--- src/core/dmact_top_guard_unused.sv ---
`timescale 1ns/1ps
`default_nettype none
`default_nettype wire

--- src/core/dmact_pkg.sv ---
/*
 Constants, types and carriers shared by the cycle-timing and interrupt-vector block.
 Assumes a 200 MHz main clock and a synchronous, active-high reset.
*/
package dmact_pkg;

    localparam int NCH = 8;
    localparam int CH_W = 3;
    localparam int SZ_W = 16;
    localparam int VEC_W = 16;
    localparam int ADDR_W = 5;
    localparam int CNT_W = 11;

    // Global register group offset of the vector register
    localparam logic [ADDR_W-1:0] VEC_OFFSET = 5'h0e;
    localparam logic [VEC_W-1:0] VEC_RESET = 16'h0000;
    localparam logic [VEC_W-1:0] VEC_NONE = 16'h0000;

    // Timing
    localparam int CLK_PERIOD_PS = 5000;
    localparam int OSC_START_NS = 5000;
    localparam int OSC_START_CYC_I = (OSC_START_NS * 1000 + CLK_PERIOD_PS - 1) / CLK_PERIOD_PS;
    localparam logic [CNT_W-1:0] OSC_START_CYC = CNT_W'(OSC_START_CYC_I);
    localparam logic [CNT_W-1:0] SYNC_FAST_CYC = 11'h001;
    localparam logic [CNT_W-1:0] SYNC_SLOW_CYC = 11'h002;
    localparam logic [CNT_W-1:0] MOVE_CYC = 11'h002;
    localparam logic [CNT_W-1:0] GAP_CYC = 11'h001;
    localparam logic [CNT_W-1:0] CNT_ONE = 11'h001;
    localparam logic [CNT_W-1:0] CNT_ZERO = 11'h000;
    localparam logic [SZ_W-1:0] SZ_ONE = 16'h0001;
    localparam logic [SZ_W-1:0] SZ_ZERO = 16'h0000;

    typedef enum logic [4:0] {
        ST_IDLE = 5'h01,
        ST_WAKE = 5'h02,
        ST_SYNC = 5'h04,
        ST_MOVE = 5'h08,
        ST_GAP = 5'h10
    } dmact_state_t;

    typedef enum logic [2:0] {
        PWR_ACTIVE = 3'h0,
        PWR_SLEEP_LEVEL_ZERO = 3'h1,
        PWR_SLEEP_LEVEL_ONE = 3'h2,
        PWR_SLEEP_LEVEL_THREE = 3'h3,
        PWR_SLEEP_LEVEL_FOUR = 3'h4
    } dmact_pwr_t;

    // Transfer request from the trigger and priority logic
    typedef struct packed {
        logic [CH_W-1:0] chan;
        logic block;
    } dmact_req_t;

    // Size counter load from software
    typedef struct packed {
        logic [CH_W-1:0] chan;
        logic [SZ_W-1:0] value;
    } dmact_szld_t;

endpackage

--- src/core/dmact_chan.sv ---
/*
 One channel: size counter and sticky completion flag.
 Assumes load, decrement and clear come from logic on the same clock.
*/
`timescale 1ns/1ps
`default_nettype none
module dmact_chan
(
    // Clock and reset
    input wire logic clk,
    input wire logic rst,
    // Control
    input wire logic load,
    input wire logic [dmact_pkg::SZ_W-1:0] load_val,
    input wire logic dec,
    input wire logic clr,
    // Status
    output logic flag,
    output logic zero
);

    logic [dmact_pkg::SZ_W-1:0] cnt_r;
    logic flag_r;

    ////////////////////////////////////////////////////////////////////////////
    // Size counter; a load overrides a decrement in the same cycle
    always_ff @(posedge clk)
    begin
        if (rst)
            cnt_r <= dmact_pkg::SZ_ZERO;
        else if (load)
            cnt_r <= load_val;
        else if (dec)
            cnt_r <= cnt_r - dmact_pkg::SZ_ONE;
    end

    // Flag sets on the step to zero; set beats a same-cycle clear
    always_ff @(posedge clk)
    begin
        if (rst)
            flag_r <= 1'b0;
        else if (dec && !load && cnt_r == dmact_pkg::SZ_ONE)
            flag_r <= 1'b1;
        else if (clr)
            flag_r <= 1'b0;
    end

    assign flag = flag_r;
    assign zero = (cnt_r == dmact_pkg::SZ_ZERO);

endmodule
`default_nettype wire

--- src/core/dmact_top.sv ---
/*
 Cycle timing, clock wake, interrupt interplay and the prioritised
 completion vector of a multi-channel transfer controller.
 Assumes requests come from trigger and priority logic on CLOCK, and that
 the NMI arrives asynchronously from a pin.
*/
`timescale 1ns/1ps
`default_nettype none
module dmact_top
(
    // Clock and reset
    input wire logic CLOCK,
    input wire logic RST,
    // Transfer request
    input wire logic XFER_REQ,
    input wire dmact_pkg::dmact_req_t XFER,
    output logic XFER_ACK,
    output logic XFER_BUSY,
    output logic MOVE_ACTIVE,
    output logic UNIT_DONE,
    output logic XFER_DONE,
    output logic [dmact_pkg::CH_W-1:0] ACTIVE_CHAN,
    // Size counter load
    input wire logic SZ_LOAD,
    input wire dmact_pkg::dmact_szld_t SZ_LD,
    // Power and clock system
    input wire dmact_pkg::dmact_pwr_t PWR_MODE,
    input wire logic CLK_IS_XTAL,
    input wire logic MCLK_STOPPED,
    output logic MCLK_RESTART,
    output logic CPU_HALT,
    // System interrupts
    input wire logic NMI_PIN,
    input wire logic NMI_ABORT_ENABLE,
    output logic IRQ_HOLD,
    output logic XFER_ABORTED,
    // Completion interrupt
    input wire logic [dmact_pkg::NCH-1:0] CHANNEL_IRQ_ENABLE,
    input wire logic GLOBAL_IRQ_ENABLE,
    input wire logic [dmact_pkg::NCH-1:0] FLAG_CLEAR,
    input wire logic [dmact_pkg::ADDR_W-1:0] GLB_ADDR,
    input wire logic GLB_RD,
    input wire logic GLB_WR,
    output logic [dmact_pkg::VEC_W-1:0] PENDING_CHANNEL_VECTOR,
    output logic [dmact_pkg::NCH-1:0] CHANNEL_DONE_FLAG,
    output logic DMA_IRQ
);

    dmact_pkg::dmact_state_t state_r;
    dmact_pkg::dmact_state_t state_nxt;
    logic [dmact_pkg::CNT_W-1:0] cnt_r;
    logic [dmact_pkg::CNT_W-1:0] cnt_nxt;
    logic [dmact_pkg::CH_W-1:0] chan_r;
    logic block_r;
    logic restart_r;
    logic nmi_q1_r;
    logic nmi_q2_r;
    logic nmi_q3_r;
    logic abort;
    logic take;
    logic cnt_last;
    logic deep_wait;
    logic [dmact_pkg::CNT_W-1:0] sync_len;
    logic [dmact_pkg::NCH-1:0] dec_vec;
    logic [dmact_pkg::NCH-1:0] clr_vec;
    logic [dmact_pkg::NCH-1:0] load_vec;
    logic [dmact_pkg::NCH-1:0] flags;
    logic [dmact_pkg::NCH-1:0] zeros;
    logic [dmact_pkg::NCH-1:0] pend;
    logic [dmact_pkg::NCH-1:0] top_bit;
    logic [dmact_pkg::VEC_W-1:0] vec_nxt;
    logic [dmact_pkg::VEC_W-1:0] vec_r;
    logic vec_access;
    logic irq_r;
    logic unit_done_r;
    logic done_r;
    logic aborted_r;

    ////////////////////////////////////////////////////////////////////////////
    // NMI pin synchroniser; the second and third stages feed the edge detector
    always_ff @(posedge CLOCK)
    begin
        if (RST)
        begin
            nmi_q1_r <= 1'b0;
            nmi_q2_r <= 1'b0;
            nmi_q3_r <= 1'b0;
        end
        else
        begin
            nmi_q1_r <= NMI_PIN;
            nmi_q2_r <= nmi_q1_r;
            nmi_q3_r <= nmi_q2_r;
        end
    end

    // Abort only while busy and only when enabled
    assign abort = nmi_q2_r && !nmi_q3_r && NMI_ABORT_ENABLE && state_r != dmact_pkg::ST_IDLE;

    ////////////////////////////////////////////////////////////////////////////
    // Timing selection
    // Any sleep level costs a second sync cycle: the clock tree is re-armed
    always_comb
    begin
        if (PWR_MODE == dmact_pkg::PWR_ACTIVE)
            sync_len = dmact_pkg::SYNC_FAST_CYC;
        else
            sync_len = dmact_pkg::SYNC_SLOW_CYC;
    end

    // Oscillator start-up wait applies only to the deep cases
    assign deep_wait = (PWR_MODE == dmact_pkg::PWR_SLEEP_LEVEL_FOUR)
        || (PWR_MODE == dmact_pkg::PWR_SLEEP_LEVEL_THREE && !CLK_IS_XTAL);

    assign take = XFER_REQ && state_r == dmact_pkg::ST_IDLE && !abort;
    assign cnt_last = (cnt_r == dmact_pkg::CNT_ONE);

    ////////////////////////////////////////////////////////////////////////////
    // Sequencer next state: wake, sync once per transfer, then move and gap
    always_comb
    begin
        state_nxt = state_r;
        cnt_nxt = cnt_r;
        unique case (state_r)
            dmact_pkg::ST_IDLE:
            begin
                if (take)
                begin
                    if (MCLK_STOPPED && deep_wait)
                    begin
                        state_nxt = dmact_pkg::ST_WAKE;
                        cnt_nxt = dmact_pkg::OSC_START_CYC;
                    end
                    else
                    begin
                        state_nxt = dmact_pkg::ST_SYNC;
                        cnt_nxt = sync_len;
                    end
                end
            end
            dmact_pkg::ST_WAKE:
            begin
                cnt_nxt = cnt_r - dmact_pkg::CNT_ONE;
                if (cnt_last)
                begin
                    state_nxt = dmact_pkg::ST_SYNC;
                    cnt_nxt = sync_len;
                end
            end
            dmact_pkg::ST_SYNC:
            begin
                cnt_nxt = cnt_r - dmact_pkg::CNT_ONE;
                if (cnt_last)
                begin
                    state_nxt = dmact_pkg::ST_MOVE;
                    cnt_nxt = dmact_pkg::MOVE_CYC;
                end
            end
            dmact_pkg::ST_MOVE:
            begin
                cnt_nxt = cnt_r - dmact_pkg::CNT_ONE;
                if (cnt_last)
                begin
                    state_nxt = dmact_pkg::ST_GAP;
                    cnt_nxt = dmact_pkg::GAP_CYC;
                end
            end
            dmact_pkg::ST_GAP:
            begin
                cnt_nxt = cnt_r - dmact_pkg::CNT_ONE;
                if (cnt_last)
                begin
                    // A block repeats moves without a fresh sync
                    if (block_r && !zeros[chan_r])
                    begin
                        state_nxt = dmact_pkg::ST_MOVE;
                        cnt_nxt = dmact_pkg::MOVE_CYC;
                    end
                    else
                    begin
                        state_nxt = dmact_pkg::ST_IDLE;
                        cnt_nxt = dmact_pkg::CNT_ZERO;
                    end
                end
            end
        endcase
        if (abort)
        begin
            state_nxt = dmact_pkg::ST_IDLE;
            cnt_nxt = dmact_pkg::CNT_ZERO;
        end
    end

    // Sequencer state and counter
    always_ff @(posedge CLOCK)
    begin
        if (RST)
        begin
            state_r <= dmact_pkg::ST_IDLE;
            cnt_r <= dmact_pkg::CNT_ZERO;
        end
        else
        begin
            state_r <= state_nxt;
            cnt_r <= cnt_nxt;
        end
    end

    // Channel and mode captured at acceptance
    always_ff @(posedge CLOCK)
    begin
        if (RST)
        begin
            chan_r <= '0;
            block_r <= 1'b0;
        end
        else if (take)
        begin
            chan_r <= XFER.chan;
            block_r <= XFER.block;
        end
    end

    // Clock restart held for the whole transfer, dropped when idle again
    always_ff @(posedge CLOCK)
    begin
        if (RST)
            restart_r <= 1'b0;
        else if (take && MCLK_STOPPED)
            restart_r <= 1'b1;
        else if (state_nxt == dmact_pkg::ST_IDLE)
            restart_r <= 1'b0;
    end

    // Completion and abort pulses
    always_ff @(posedge CLOCK)
    begin
        if (RST)
        begin
            unit_done_r <= 1'b0;
            done_r <= 1'b0;
            aborted_r <= 1'b0;
        end
        else
        begin
            unit_done_r <= state_r == dmact_pkg::ST_MOVE && cnt_last && !abort;
            done_r <= state_r == dmact_pkg::ST_GAP && state_nxt == dmact_pkg::ST_IDLE && !abort;
            aborted_r <= abort;
        end
    end

    ////////////////////////////////////////////////////////////////////////////
    // Channels: counters decrement on the last move cycle of each unit
    always_comb
    begin
        dec_vec = '0;
        load_vec = '0;
        if (state_r == dmact_pkg::ST_MOVE && cnt_last && !abort)
            dec_vec[chan_r] = 1'b1;
        if (SZ_LOAD)
            load_vec[SZ_LD.chan] = 1'b1;
    end

    generate
        for (genvar i = 0; i < dmact_pkg::NCH; i++)
        begin : g_chan
            dmact_chan u_chan
            (
                .clk(CLOCK),
                .rst(RST),
                .load(load_vec[i]),
                .load_val(SZ_LD.value),
                .dec(dec_vec[i]),
                .clr(clr_vec[i]),
                .flag(flags[i]),
                .zero(zeros[i])
            );
        end
    endgenerate

    ////////////////////////////////////////////////////////////////////////////
    // Vector: lowest-numbered enabled pending flag wins
    assign pend = flags & CHANNEL_IRQ_ENABLE;
    always_comb
    begin
        top_bit = '0;
        vec_nxt = dmact_pkg::VEC_NONE;
        for (int i = dmact_pkg::NCH - 1; i >= 0; i--)
        begin
            if (pend[i])
            begin
                top_bit = '0;
                top_bit[i] = 1'b1;
                vec_nxt = dmact_pkg::VEC_W'((i + 1) * 2);
            end
        end
    end

    // A read or a write at the vector offset counts as an access
    assign vec_access = (GLB_RD || GLB_WR) && GLB_ADDR == dmact_pkg::VEC_OFFSET;
    assign clr_vec = FLAG_CLEAR | (vec_access ? top_bit : '0);

    // Vector register and interrupt line, both registered
    always_ff @(posedge CLOCK)
    begin
        if (RST)
        begin
            vec_r <= dmact_pkg::VEC_RESET;
            irq_r <= 1'b0;
        end
        else
        begin
            vec_r <= vec_nxt;
            irq_r <= GLOBAL_IRQ_ENABLE && (|pend);
        end
    end

    ////////////////////////////////////////////////////////////////////////////
    // Outputs
    assign XFER_ACK = take;
    assign XFER_BUSY = state_r != dmact_pkg::ST_IDLE;
    assign MOVE_ACTIVE = state_r == dmact_pkg::ST_MOVE;
    assign UNIT_DONE = unit_done_r;
    assign XFER_DONE = done_r;
    assign XFER_ABORTED = aborted_r;
    assign ACTIVE_CHAN = chan_r;
    assign MCLK_RESTART = restart_r;
    // Halt regardless of handler context; the CPU is never woken here
    assign CPU_HALT = state_r != dmact_pkg::ST_IDLE;
    // Maskable requests wait until the sequencer is idle
    assign IRQ_HOLD = state_r != dmact_pkg::ST_IDLE;
    assign PENDING_CHANNEL_VECTOR = vec_r;
    assign CHANNEL_DONE_FLAG = flags;
    assign DMA_IRQ = irq_r;

endmodule
`default_nettype wire

--- config.mk ---
export PLATFORM = sky130hd
export DESIGN_NAME = dmact_top
export DESIGN_NICKNAME = d
export VERILOG_FILES = /design/src/core/dmact_top_guard_unused.sv /design/src/core/dmact_pkg.sv /design/src/core/dmact_chan.sv /design/src/core/dmact_top.sv
export SDC_FILE = /design/constraint.sdc
export NUM_CORES = 1
export LEC_CHECK = 0
export BUFFER_PORTS_ARGS = -buffer_cell sky130_fd_sc_hd__buf_2
export CAP_MARGIN = 10
export CORE_MARGIN = 2
export CORE_UTILIZATION = 40
export DETAILED_ROUTE_END_ITERATION = 7
export GPL_TIMING_DRIVEN = 0
export PLACE_DENSITY = 0.57
export SKIP_LAST_GASP = 1
export SYNTH_ARGS = -nofsm -noshare
export SYNTH_HDL_FRONTEND = slang
export SYNTH_SLANG_ARGS = --single-unit
export TNS_END_PERCENT = 100
--- constraint.sdc ---
create_clock -name CLOCK -period 3.68 [get_ports CLOCK]
set_clock_uncertainty 0.15 [all_clocks]
set_input_delay 0.368 -clock CLOCK [delete_from_list [all_inputs] [get_ports CLOCK]]
set_output_delay 0.368 -clock CLOCK [all_outputs]
set_load 0.01 [all_outputs]
-- Word-level counts from Yosys, hierarchy flattened
Index checks and enable logic that the tools add are counted.
- add/subtract/negate cells: 9
- order comparisons: 4
- eq/ne operators: 20
- muxes and demuxes: 77
- bitwise logic cells: 2
- reductions and logical operators: 78
- operators with widths (cell ; number):
    $mux W16 ; 16
    $eq A16 B1 Y1 const B ; 8
    $logic_not A16 Y1 ; 8
    $sub A16 B1 Y16 const B ; 8
    $mux W8 ; 11
    $mux W11 ; 6
    $pmux W11 S5 ; 1
    $mux W5 ; 7
    $reduce_bool A2 Y1 ; 17
    $logic_and A1 B1 Y1 ; 33
    $pmux W5 S5 ; 1
    $mux W1 ; 21
    $mux W4 ; 5
    $reduce_or A8 Y1 ; 2
    $logic_not A1 Y1 ; 12
    $eq A11 B1 Y1 const B ; 1
    $sub A11 B1 Y11 const B ; 1
    $eq A5 B1 Y1 const B ; 2
    $eq A5 B4 Y1 const B ; 2
    $mux W3 ; 3
    $and A8 B8 Y8 ; 1
    $lt A3 B4 Y1 const B ; 2
    $or A8 B8 Y8 ; 1
    $demux W1 S3 ; 2
    other kinds (14) ; 19
- flip-flop bits (word level): 169
- bits of input ports: 58
- output and inout port bits: 37
- word-level logic and storage cells: 222

-- Logic depth before layout (Yosys ltp)
Gate-level depths: netlist of the first run.
- depth after elaboration: 13
- depth in mapped cells: 11
- mapped depth without buffers: 9

-- Modules after synthesis
Synthesis of the first run repeated with hierarchy kept, for this count alone.
- cell total of the unflattened synthesis: 1153
- area, all modules: 9542.9 um^2
- modules (own cells, without submodules) (module ; times used ; cells each ; area an instance (um^2) ; sequential area each (um^2)):
    dmact_chan ; 8 ; 109 ; 929.6 ; 340.3
    dmact_top ; 1 ; 281 ; 2105.8 ; 640.6

-- Worst setup path after synthesis of the first run
No wires, ideal clock.
- path type: register to register
- start: register state_r[1]
- end: register g_chan[0].u_chan.cnt_r[3] (netlist bit)
- library setup time: 79 ps
- arrival: 2584 ps
- required time: 3451 ps
- path slack: 866 ps
- stages on the path, launching flop included: 8
- path buffers: 0
- period minus slack after synthesis: 2814 ps
- path through: dfxtp_1 > or4b_4 > o21a_4 > nor4b_4 > nand2_4 > or4_1 > xor2_1 > a211oi_2
- longest elaborated chain between the ends: 6
- elaborated cells on any way between the ends: 8
- those cells by class: eq/ne: 2; mux: 1; reduce/logical: 5
- ends and longest elaborated chain (what ; line ; source):
    start: declaration ; dmact_top.sv:49 ; dmact_pkg::dmact_state_t state_r;
    start signal: assignment ; dmact_top.sv:199 ; state_r <= dmact_pkg::ST_IDLE;
    start signal: assignment ; dmact_top.sv:204 ; state_r <= state_nxt;
    $ne A5 B1 Y1 ; dmact_top.sv:98 ; assign abort = nmi_q2_r && !nmi_q3_r && NMI_ABORT_ENABLE && state_r != dmact_pkg::ST_IDLE;
    $logic_and A1 B1 Y1 ; dmact_top.sv:98 ;
    $logic_not A1 Y1 ; dmact_top.sv:258 ; if (state_r == dmact_pkg::ST_MOVE && cnt_last && !abort)
    $logic_and A1 B1 Y1 * ; dmact_top.sv:258 ;
    $mux W8 * ; dmact_top.sv:258 ;
    $reduce_bool A2 Y1 (no line) * ; - ;
    end signal: assignment ; dmact_chan.sv:30 ; cnt_r <= dmact_pkg::SZ_ZERO;
    end signal: assignment ; dmact_chan.sv:32 ; cnt_r <= load_val;
    end signal: assignment ; dmact_chan.sv:34 ; cnt_r <= cnt_r - dmact_pkg::SZ_ONE;
    end: declaration ; dmact_chan.sv:22 ; logic [dmact_pkg::SZ_W-1:0] cnt_r;
Mark *: on every way between the ends. The rest lies on a longest branch, timed or not.
A chain may end at the register's enable or synchronous reset.

-- Worst setup path in the final report of the first run
- start: register cnt_r[4] (netlist bit)
- end: register g_chan[6].u_chan.cnt_r[8] (netlist bit)
- longest elaborated chain between the ends: 5
- ends and longest elaborated chain (what ; line ; source):
    start: declaration ; dmact_top.sv:51 ; logic [dmact_pkg::CNT_W-1:0] cnt_r;
    start signal: assignment ; dmact_top.sv:200 ; cnt_r <= dmact_pkg::CNT_ZERO;
    start signal: assignment ; dmact_top.sv:205 ; cnt_r <= cnt_nxt;
    $eq A11 B1 Y1 ; dmact_top.sv:116 ; assign cnt_last = (cnt_r == dmact_pkg::CNT_ONE);
    $logic_and A1 B1 Y1 (2 in series) ; dmact_top.sv:258 ;
    $mux W8 ; dmact_top.sv:258 ;
    $reduce_bool A2 Y1 (no line) ; - ;
    end signal: assignment ; dmact_chan.sv:30 ;
    end signal: assignment ; dmact_chan.sv:32 ;
    end signal: assignment ; dmact_chan.sv:34 ;
    end: declaration ; dmact_chan.sv:22 ;
Every way passes these cells.

==> results.cfg, run 1 <==
[status]
status = completed

[sta]
fmax_ghz = 0.2898
worst_pin_slew_ns = 0.9696
rsz0062_at_grt = no
fin_crit_ns = 3.450
hold_viol = 0
drv_slew = 0
setup_viol_count_final = 0
hold_ws_ns = 0.02587
setup_tns_ns = 0
period_share = 0.9376
max_slew_margin = 0.3509

[detailed_routing]
wl_per_cell_um = 18.69
ant_nets = 0
wirelength_mm = 30.04
drtIter0Drc = 674
vias = 8945
dr.pass1.iters = 5
drcViolationCount = 0
vias_per_cell = 5.566

[final_layout]
final_nets = 1351
drive_gt1_frac = 0.1141
area_growth_pct = 14.73
nFillCells = 2365
num_antenna_cells = 0
final_cells = 1607

[synth]
synth.area.top_cells = dfxtp_1, a211oi_1, nor2_1
synthArstFlopShare = 0
yosys_warnings = 0
avgSynthCellArea_um2 = 8.014
synthesis.area_um2 = 9440
synth-edff-count = 0
syn-instance-count = 1178
ys.flop_type = dfxtp_1
yosys.area.top_type_share = 0.3563
yosys_register_bits = 168
synth_top_area_cell = dfxtp_1
synth_seq_area_share = 0.3563
synth.distinct_cells = 67
synthTopCellsByCount = nor2_1, dfxtp_1, a211oi_1, nand2_1, clkbuf_1
yosysMostFrequentCell = nor2_1

[pwr]
power.density_nw_per_um2 = 412.6
total_power_uw = 4469
leakagePower_uw = 0.003953
vdd_drop_max_mv = 0.2499

[clock_tree]
clkSinkCount = 168
cts_root_buf = clkbuf_16
postCtsSetupBuffers = 0
clk_path_buf_depth = 2
clk_pin_slew_worst_paths_ns = 0.08
htree_levels = 4
cts_tree = done
numCtsBuffers = 17
clk_latency_ns = 0.44

[global_route]
busiest_layer = met2
gr-usage-all-layers = 0.2447
grt_pass1_vias = 8200
use_met1 = 0.3358
antenna_found_initial = 0
use_met2 = 0.3925
grt_max_degree = 17
overflow = 0
grtUsageMet3 = 0.04517
grt_pass1_wl_mm = 46.38

[placement]
dp_hpwl_mm = 21.08
gp_congestion = 0.8623
place_inst = 1574
placement.io_buffers = 66

[setup_path]
critical_path_class = flop to flop
setup.worst_path.start_class = flop
endpoint_kind = flop
startpoint = cnt_r[4]$_SDFFE_PP0P_
r2r_start = cnt_r[4]$_SDFFE_PP0P_
critPathMaxFanout = 10
crit_arrival_ns = 3.61
crit_required_ns = 3.84

[floorplanning]
placeableCoreArea_um2 = 23330
initial_utilization = 0.4046
die_w_um = 157.6
placementRows = 56
io_pins = 95
fp.dieH_um = 157.6
dieArea_um2 = 24850

[job]
timing.max_cap.violations = 0

[min_path]
min_path_type = input port to flop
hp-start = GLOBAL_IRQ_ENABLE
-- final timing paths --
path                                            end  slack [ns]  cells past startpoint
max          g_chan[6].u_chan.cnt_r[8]$_SDFFE_PP0P_        0.23                      8
min                              DMA_IRQ$_SDFF_PP0_        0.03                      3
max reg2reg  g_chan[6].u_chan.cnt_r[8]$_SDFFE_PP0P_        0.23                      8
min reg2reg                     nmi_q2_r$_SDFF_PP0_        0.29                      1
-- state kept, by name (all words and copies together), names as in the netlist, 3 cells and up --
signal,cells
g_chan.u_chan.cnt_r,128
cnt_r,11
g_chan.u_chan.flag,8
state_r,5
PENDING_CHANNEL_VECTOR,4
ACTIVE_CHAN,3
-- worst max-delay path: stages, from the launching register on --
cell	delay [ns]
dfxtp_1	0.36
nor4_2	0.60
nand4_1	0.61
nor3_1	0.58
and4_1	0.28
clkbuf_1	0.24
a31oi_1	0.12
a211oi_1	0.29
nor3_1	0.08
-- cell usage in the layout, fill, tap and decap left out, drive strengths merged, types with 14 or more instances in the layout --
| cell | n |
|---|---|
| dfxtp | 168 |
| a311oi | 23 |
| clkbuf | 76 |
| a211oi | 99 |
| nor2 | 192 |
| nand3b | 14 |
| nand2 | 65 |
| inv | 33 |
| ha | 18 |
| nand4 | 33 |
| nor3 | 46 |
| or4 | 15 |
| xnor2 | 51 |
| o21ai | 33 |
| or3 | 27 |
| buf | 109 |
| nor4 | 32 |
| xor2 | 44 |
| nand3 | 50 |
| a21oi | 34 |
-- layer usage --
layer / part of all wire / up-vias
met1: 0.47 / 4250
met4: 0.020 / 0
met2: 0.45 / 243
li1: - / 4416
met3: 0.054 / 36
met5: 0 / -
-- kinds of logic after synthesis --
group / after synthesis / synth area share
adders and majority gates: 18 / 0.02386
xor gates and xnor gates: 95 / 0.08814
other: 1 / 0.0003972
muxes: 6 / 0.006627
DFF: 168 / 0.3563
AOI/OAI and AO/OA: 227 / 0.1677
and+or+nand+nor: 535 / 0.2962
buffers and inverters: 128 / 0.06083
-- report_power, final --
group | switching (uW) | internal, uW | total [uW]
registers | 71.7 | 1880 | 1950
logic | 401 | 213 | 613
clock network | 790 | 1110 | 1900
-- repair_timing --
item,CTS,global route
setup endpoints to repair,0,1
endpoints found under the hold margin,1,0
hold buffers,1,0
resized for setup,0,1
-- cell type report --
class                      instances  area, um^2  area share
clock buffer                      23       467.9     0.04321
buffer                            96       454.2     0.04194
inverter                          32       120.1     0.01109
timing repair buffer              67       340.3     0.03142
sequential                       168        3363      0.3105
clock inverter                     9       140.1     0.01294
tap                              319       399.1     0.03685
multi-input combinational        893        5545      0.5120
-- through the flow --
stage          utilization  worst slack, ns  area, um^2
4_1_cts             0.4641           0.2395       10830
5_1_grt             0.4642          0.01693       10830
6_report            0.4642           0.2298       10830
3_3_place_gp        0.4376           0.2480       10210
2_1_floorplan            -           0.8662        9482
3_5_place_dp        0.4376           0.2695       10210
Power figures use the tool's default switching activity.
==> inputs of run 2 (changes only) <==
--- a/config.mk
+++ b/config.mk
@@ -9,6 +9,7 @@
 export CAP_MARGIN = 10
 export CORE_MARGIN = 2
 export CORE_UTILIZATION = 40
+export CTS_BUF_LIST = sky130_fd_sc_hd__clkbuf_8
 export DETAILED_ROUTE_END_ITERATION = 7
 export GPL_TIMING_DRIVEN = 0
 export PLACE_DENSITY = 0.57
==> run 2 against run 1 <==
Effect of this change:
- register-to-register slack worse by 0.05 ns
- critical endpoint unchanged
- core utilization decreased by 0.50 points
- total power shrank 10%
- critical path depth unchanged
- largest power group unchanged
==> results.cfg, run 2 (synthesis results as in run 1) <==
[status]
status = completed

[placement]
gp_congestion = 0.8623
placement.io_buffers = 66
dpl-instance-area_um2 = 10210
pre_cts_slack_ns = 0.2695
dp_hpwl_mm = 21.08

[global_route]
grt_max_degree = 17
grt_pass1_wl_mm = 46.75
antenna_found_initial = 1
grt_pass1_vias = 8272
busiest_layer = met2
use_met2 = 0.4000
grtUsageMet3 = 0.03887
use_met1 = 0.3381
overflow = 0
gr-usage-all-layers = 0.2455

[floorplanning]
io_pins = 95
placeableCoreArea_um2 = 23330
initial_utilization = 0.4046
placementRows = 56
fp.dieH_um = 157.6
dieArea_um2 = 24850
die_w_um = 157.6

[clock_tree]
clk_path_buf_depth = 2
ctsResizeCount = 0
clkSinkCount = 168
clk_pin_slew_worst_paths_ns = 0.10
cts_tree = done
htree_levels = 4
clk_latency_ns = 0.48
numCtsBuffers = 17
cts_root_buf = clkbuf_8

[detailed_routing]
vias = 8975
drcViolationCount = 0
drtIter0Drc = 698
wirelength_mm = 30.18
wl_per_cell_um = 18.69
ant_nets = 0
vias_per_cell = 5.557
dr.pass1.iters = 8

[final_layout]
top_register = g_chan.u_chan.cnt_r
num_antenna_cells = 0
design_area_um2 = 10710
final_cell_mix = nor2_1, dfxtp_1, a211oi_1, buf_2, nand2_1
drive_gt1_frac = 0.1142
final_core_utilization = 0.4591
layout_commonest_cell = nor2_1
nFillCells = 2373
final_nets = 1359
area_growth_pct = 13.48
largest_reg_flops = 128

[setup_path]
critical_path_class = flop to flop
rrSetupSlack_ns = 0.18
r2r_cells = 8
r2r_start = cnt_r[4]$_SDFFE_PP0P_
setup.worst_path.start_class = flop
crit_arrival_ns = 3.70
crit_required_ns = 3.88
critPathMaxFanout = 10
rr_endpoint = g_chan[6].u_chan.cnt_r[8]$_SDFFE_PP0P_
endpoint_kind = flop

[min_path]
holdPathStages = 3
min_path_type = input port to flop
hp-start = FLAG_CLEAR[1]
hold_path_end = g_chan[1].u_chan.flag$_SDFFE_PP0P_

[job]
timing.max_cap.violations = 0

[sta]
period_share = 0.9514
fin_crit_ns = 3.501
drv_slew = 0
setup_viol_count_final = 0
hold_viol = 0
setup_ws_ns = 0.1790
fmax_ghz = 0.2856
worst_pin_slew_ns = 0.9931
setup_tns_ns = 0
rsz0062_at_grt = no
max_slew_margin = 0.3351

[pwr]
vdd_drop_max_mv = 0.2288
power.density_nw_per_um2 = 375.4
total_power_uw = 4022
leakagePower_uw = 0.003916
-- run 2: cell types whose count changed in the layout (fill, tap and decap cells not counted), moves of 2 or more --
cell           change
clkbuf_16         -17
clkbuf_8          +17
dlygate4sd3_1      +6
clkbuf_1           -4
inv_1              +4
buf_4              +2
-- run 2: area by class of cell --
class,count,area (um^2),share of cell area
clock inverters,13,155.1,0.01448
inverters,32,120.1,0.01121
clock buffers,19,261.5,0.02441
multi-input cells,893,5544,0.5175
plain buffers,96,454.2,0.04240
well taps,319,399.1,0.03726
flip-flops and latches,168,3363,0.3139
repair buffers,75,415.4,0.03878
-- run 2: timing repair --
action	CTS	global route
endpoints found under the setup margin	0	1
setup buffers	0	2
hold buffers	6	1
endpoints found under the hold margin	6	1
-- run 2: worst max-delay path by stage --
stage,cells after the start,from,endpoint
2_1_floorplan,7,state_r[1]$_SDFF_PP0_,g_chan[0].u_chan.cnt_r[3]$_SDFFE_PP0P_
3_3_place_gp,8,cnt_r[4]$_SDFFE_PP0P_,g_chan[6].u_chan.cnt_r[8]$_SDFFE_PP0P_
3_5_place_dp,8,cnt_r[4]$_SDFFE_PP0P_,g_chan[6].u_chan.cnt_r[8]$_SDFFE_PP0P_
4_1_cts,8,cnt_r[4]$_SDFFE_PP0P_,g_chan[6].u_chan.cnt_r[8]$_SDFFE_PP0P_
5_1_grt,8,cnt_r[4]$_SDFFE_PP0P_,g_chan[6].u_chan.cnt_r[8]$_SDFFE_PP0P_
6_report,8,cnt_r[4]$_SDFFE_PP0P_,g_chan[6].u_chan.cnt_r[8]$_SDFFE_PP0P_
-- run 2: power breakdown --
part / internal [uW] / total [uW] / switching [uW]
clock network: 704 / 1450 / 747
logic: 217 / 618 / 401
registers: 1880 / 1950 / 71.2
total: 2800 / 4020 / 1220
-- run 2: stage by stage --
stage	instances	hold slack, ns
2_1_floorplan	1189	0.2638
3_3_place_gp	1574	0.2801
3_5_place_dp	1574	0.2771
4_1_cts	1612	0.0008017
5_1_grt	1615	0.006437
6_report	1615	0.01181
-- run 2: worst max-delay path, stage by stage (launching register included) --
cell	delay, ns
dfxtp_1	0.37
nor4_2	0.60
nand4_1	0.62
nor3_1	0.62
and4_1	0.29
clkbuf_1	0.24
a31oi_1	0.12
a211oi_1	0.29
nor3_1	0.08
-- run 2: routing by layer --
layer,part of all wire,up-vias
li1,-,4435
met1,0.48,4244
met2,0.46,263
met3,0.049,31
met4,0.016,2
met5,0.00043,-
==> inputs of run 3 (changes only) <==
--- a/config.mk
+++ b/config.mk
@@ -6,13 +6,13 @@
 export NUM_CORES = 1
 export LEC_CHECK = 0
 export BUFFER_PORTS_ARGS = -buffer_cell sky130_fd_sc_hd__buf_2
-export CAP_MARGIN = 10
 export CORE_MARGIN = 2
 export CORE_UTILIZATION = 40
 export CTS_BUF_LIST = sky130_fd_sc_hd__clkbuf_8
 export DETAILED_ROUTE_END_ITERATION = 7
 export GPL_TIMING_DRIVEN = 0
 export PLACE_DENSITY = 0.57
+export RECOVER_POWER = 25
 export SKIP_LAST_GASP = 1
 export SYNTH_ARGS = -nofsm -noshare
 export SYNTH_HDL_FRONTEND = slang
==> run 3 against run 2 <==
Effect of this change:
- worst hold slack gained 0.0034 ns
- worst setup slack got worse by 0.0064 ns
- largest power group unchanged
- core utilization shrank 0.12 points
- sequential power about the same
- clock-buffer cell count stayed put
- sequential share of layout area up 0.081 points
- clock power hardly changed
- total power fell by 0.31%
==> results.cfg, run 3 (synthesis results as in run 1) <==
[placement]
placement.io_buffers = 66
gp_congestion = 0.8623
place_inst = 1574
dp_hpwl_mm = 21.08

[setup_path]
critical_path_class = flop to flop
critPathMaxFanout = 10
r2r_cells = 8
critical_path.slowest_cell = nand4_1
setup.worst_path.start_class = flop
max_stage_delay_ns = 0.62
worst-path-buf-inv = 1
worstPathCellList = nor4_2 > nand4_1 > nor3_1 > and4_1 > clkbuf_1 > a31oi_1 > a211oi_1 > nor3_1
crit_arrival_ns = 3.70
crit_top_cell = nor3_1
critical_path_depth = 8
path_delay_family = simple AND/OR/NAND/NOR gates
endpoint_kind = flop
crit_required_ns = 3.87

[detailed_routing]
vias_per_cell = 5.542
ant_nets = 0
drcViolationCount = 0
wirelength_mm = 30.15
dr.pass1.iters = 5
drtIter0Drc = 721
vias = 8951
wl_per_cell_um = 18.67

[floorplanning]
dieArea_um2 = 24850
die_w_um = 157.6
initial_utilization = 0.4046
placementRows = 56
io_pins = 95
placeableCoreArea_um2 = 23330
fp.dieH_um = 157.6

[clock_tree]
ctsResizeCount = 0
cts_tree = done
clk_pin_slew_worst_paths_ns = 0.10
clk_path_buf_depth = 2
clk_latency_ns = 0.47
cts_root_buf = clkbuf_8
htree_levels = 4
numCtsBuffers = 17
clkSinkCount = 168

[pwr]
clockPowerShare = 0.360
internal-power_uw = 2798
power.density_nw_per_um2 = 375.2
vdd_drop_max_mv = 0.2237
combPwrFrac = 0.153
seq_power_share = 0.487
switching_share = 0.3022
leakagePower_uw = 0.003834
p_sw_uw = 1212

[min_path]
holdPathStages = 3
min_path_type = input port to flop

[sta]
fmax_ghz = 0.2851
worst_pin_slew_ns = 1.019
setup_tns_ns = 0
hold_ws_ns = 0.01522
fin_crit_ns = 3.507
hold_viol = 0
drv_slew = 0
period_share = 0.9531
rsz0062_at_grt = no
setup_viol_count_final = 0
max_slew_margin = 0.3178

[global_route]
busiest_layer = met2
gr-usage-all-layers = 0.2455
antenna_found_initial = 1
grt_pass1_wl_mm = 46.75
grt_pass1_vias = 8272
overflow = 0
grt_max_degree = 17
grtUsageMet3 = 0.03887
use_met1 = 0.3381
use_met2 = 0.4000

[final_layout]
drive_gt1_frac = 0.09877
final_cell_mix = nor2_1, dfxtp_1, a211oi_1, clkbuf_1, nand2_1
largest_reg_flops = 128
final_cells = 1615
area_growth_pct = 13.19
num_antenna_cells = 0
seq_area_um2 = 3363
final_nets = 1359
layout_commonest_cell = nor2_1
final_core_utilization = 0.4580
multi_input_comb_area_um2 = 5540
top_register = g_chan.u_chan.cnt_r
nFillCells = 2381

[job]
timing.max_cap.violations = 0

[status]
status = completed
## run 3: cell types whose count changed in the layout (fill, tap and decap cells not counted), moves of 5 or more
cell | before | now
clkbuf_1 | 53 | 73
buf_2 | 66 | 47
buf_4 | 27 | 22
clkbuf_4 | 0 | 5
## run 3: per-stage QoR
step,total power [uW],worst slack [ns],cell area [um^2]
2_1_floorplan,2389,0.8662,9482
3_3_place_gp,2597,0.2480,10210
3_5_place_dp,2598,0.2695,10210
4_1_cts,4019,0.2285,10690
5_1_grt,4183,0.004066,10690
6_report,4009,0.1725,10690
## run 3: final timing paths
kind                            slack (ns)             startpoint                                     end
worst min-delay path                  0.02          FLAG_CLEAR[1]      g_chan[1].u_chan.flag$_SDFFE_PP0P_
worst max-delay path                  0.17  cnt_r[4]$_SDFFE_PP0P_  g_chan[6].u_chan.cnt_r[8]$_SDFFE_PP0P_
worst min register to register        0.30    nmi_q1_r$_SDFF_PP0_                     nmi_q2_r$_SDFF_PP0_
worst max register to register        0.17  cnt_r[4]$_SDFFE_PP0P_  g_chan[6].u_chan.cnt_r[8]$_SDFFE_PP0P_
## run 3: final cells by class
class,count,share of cell area
Clock buffer,19,0.02447
Sequential cell,168,0.3148
Buffer,96,0.04251
Tap cell,319,0.03735
Timing Repair Buffer,75,0.03665
Clock inverter,13,0.01452
Multi-Input combinational cell,893,0.5185
Inverter,32,0.01124
## run 3: power by group through the flow
stage	logic (uW)	clock network (uW)	registers, uW
after CTS	614	1450	1950
after global placement	604	0	1990
final	614	1440	1950
after detailed placement	606	0	1990
after global routing	679	1540	1960
after floorplan	412	0	1980
## run 3: per-layer routing
metal | vias up | routed length, um
met2 | 264 | 13730
met5 | - | 13
li1 | 4430 | -
met3 | 33 | 1498
met1 | 4222 | 14390
met4 | 2 | 516
## run 3: what timing repair did
action,in CTS,in global routing
hold buffers,6,1
hold endpoints to repair,6,1
setup buffers,0,2
endpoints found under the setup margin,0,1
## run 3: tightest hold or removal path: stages
cell      delay, ns
buf_2          0.07
nand3b_1       0.10
a21oi_1        0.06
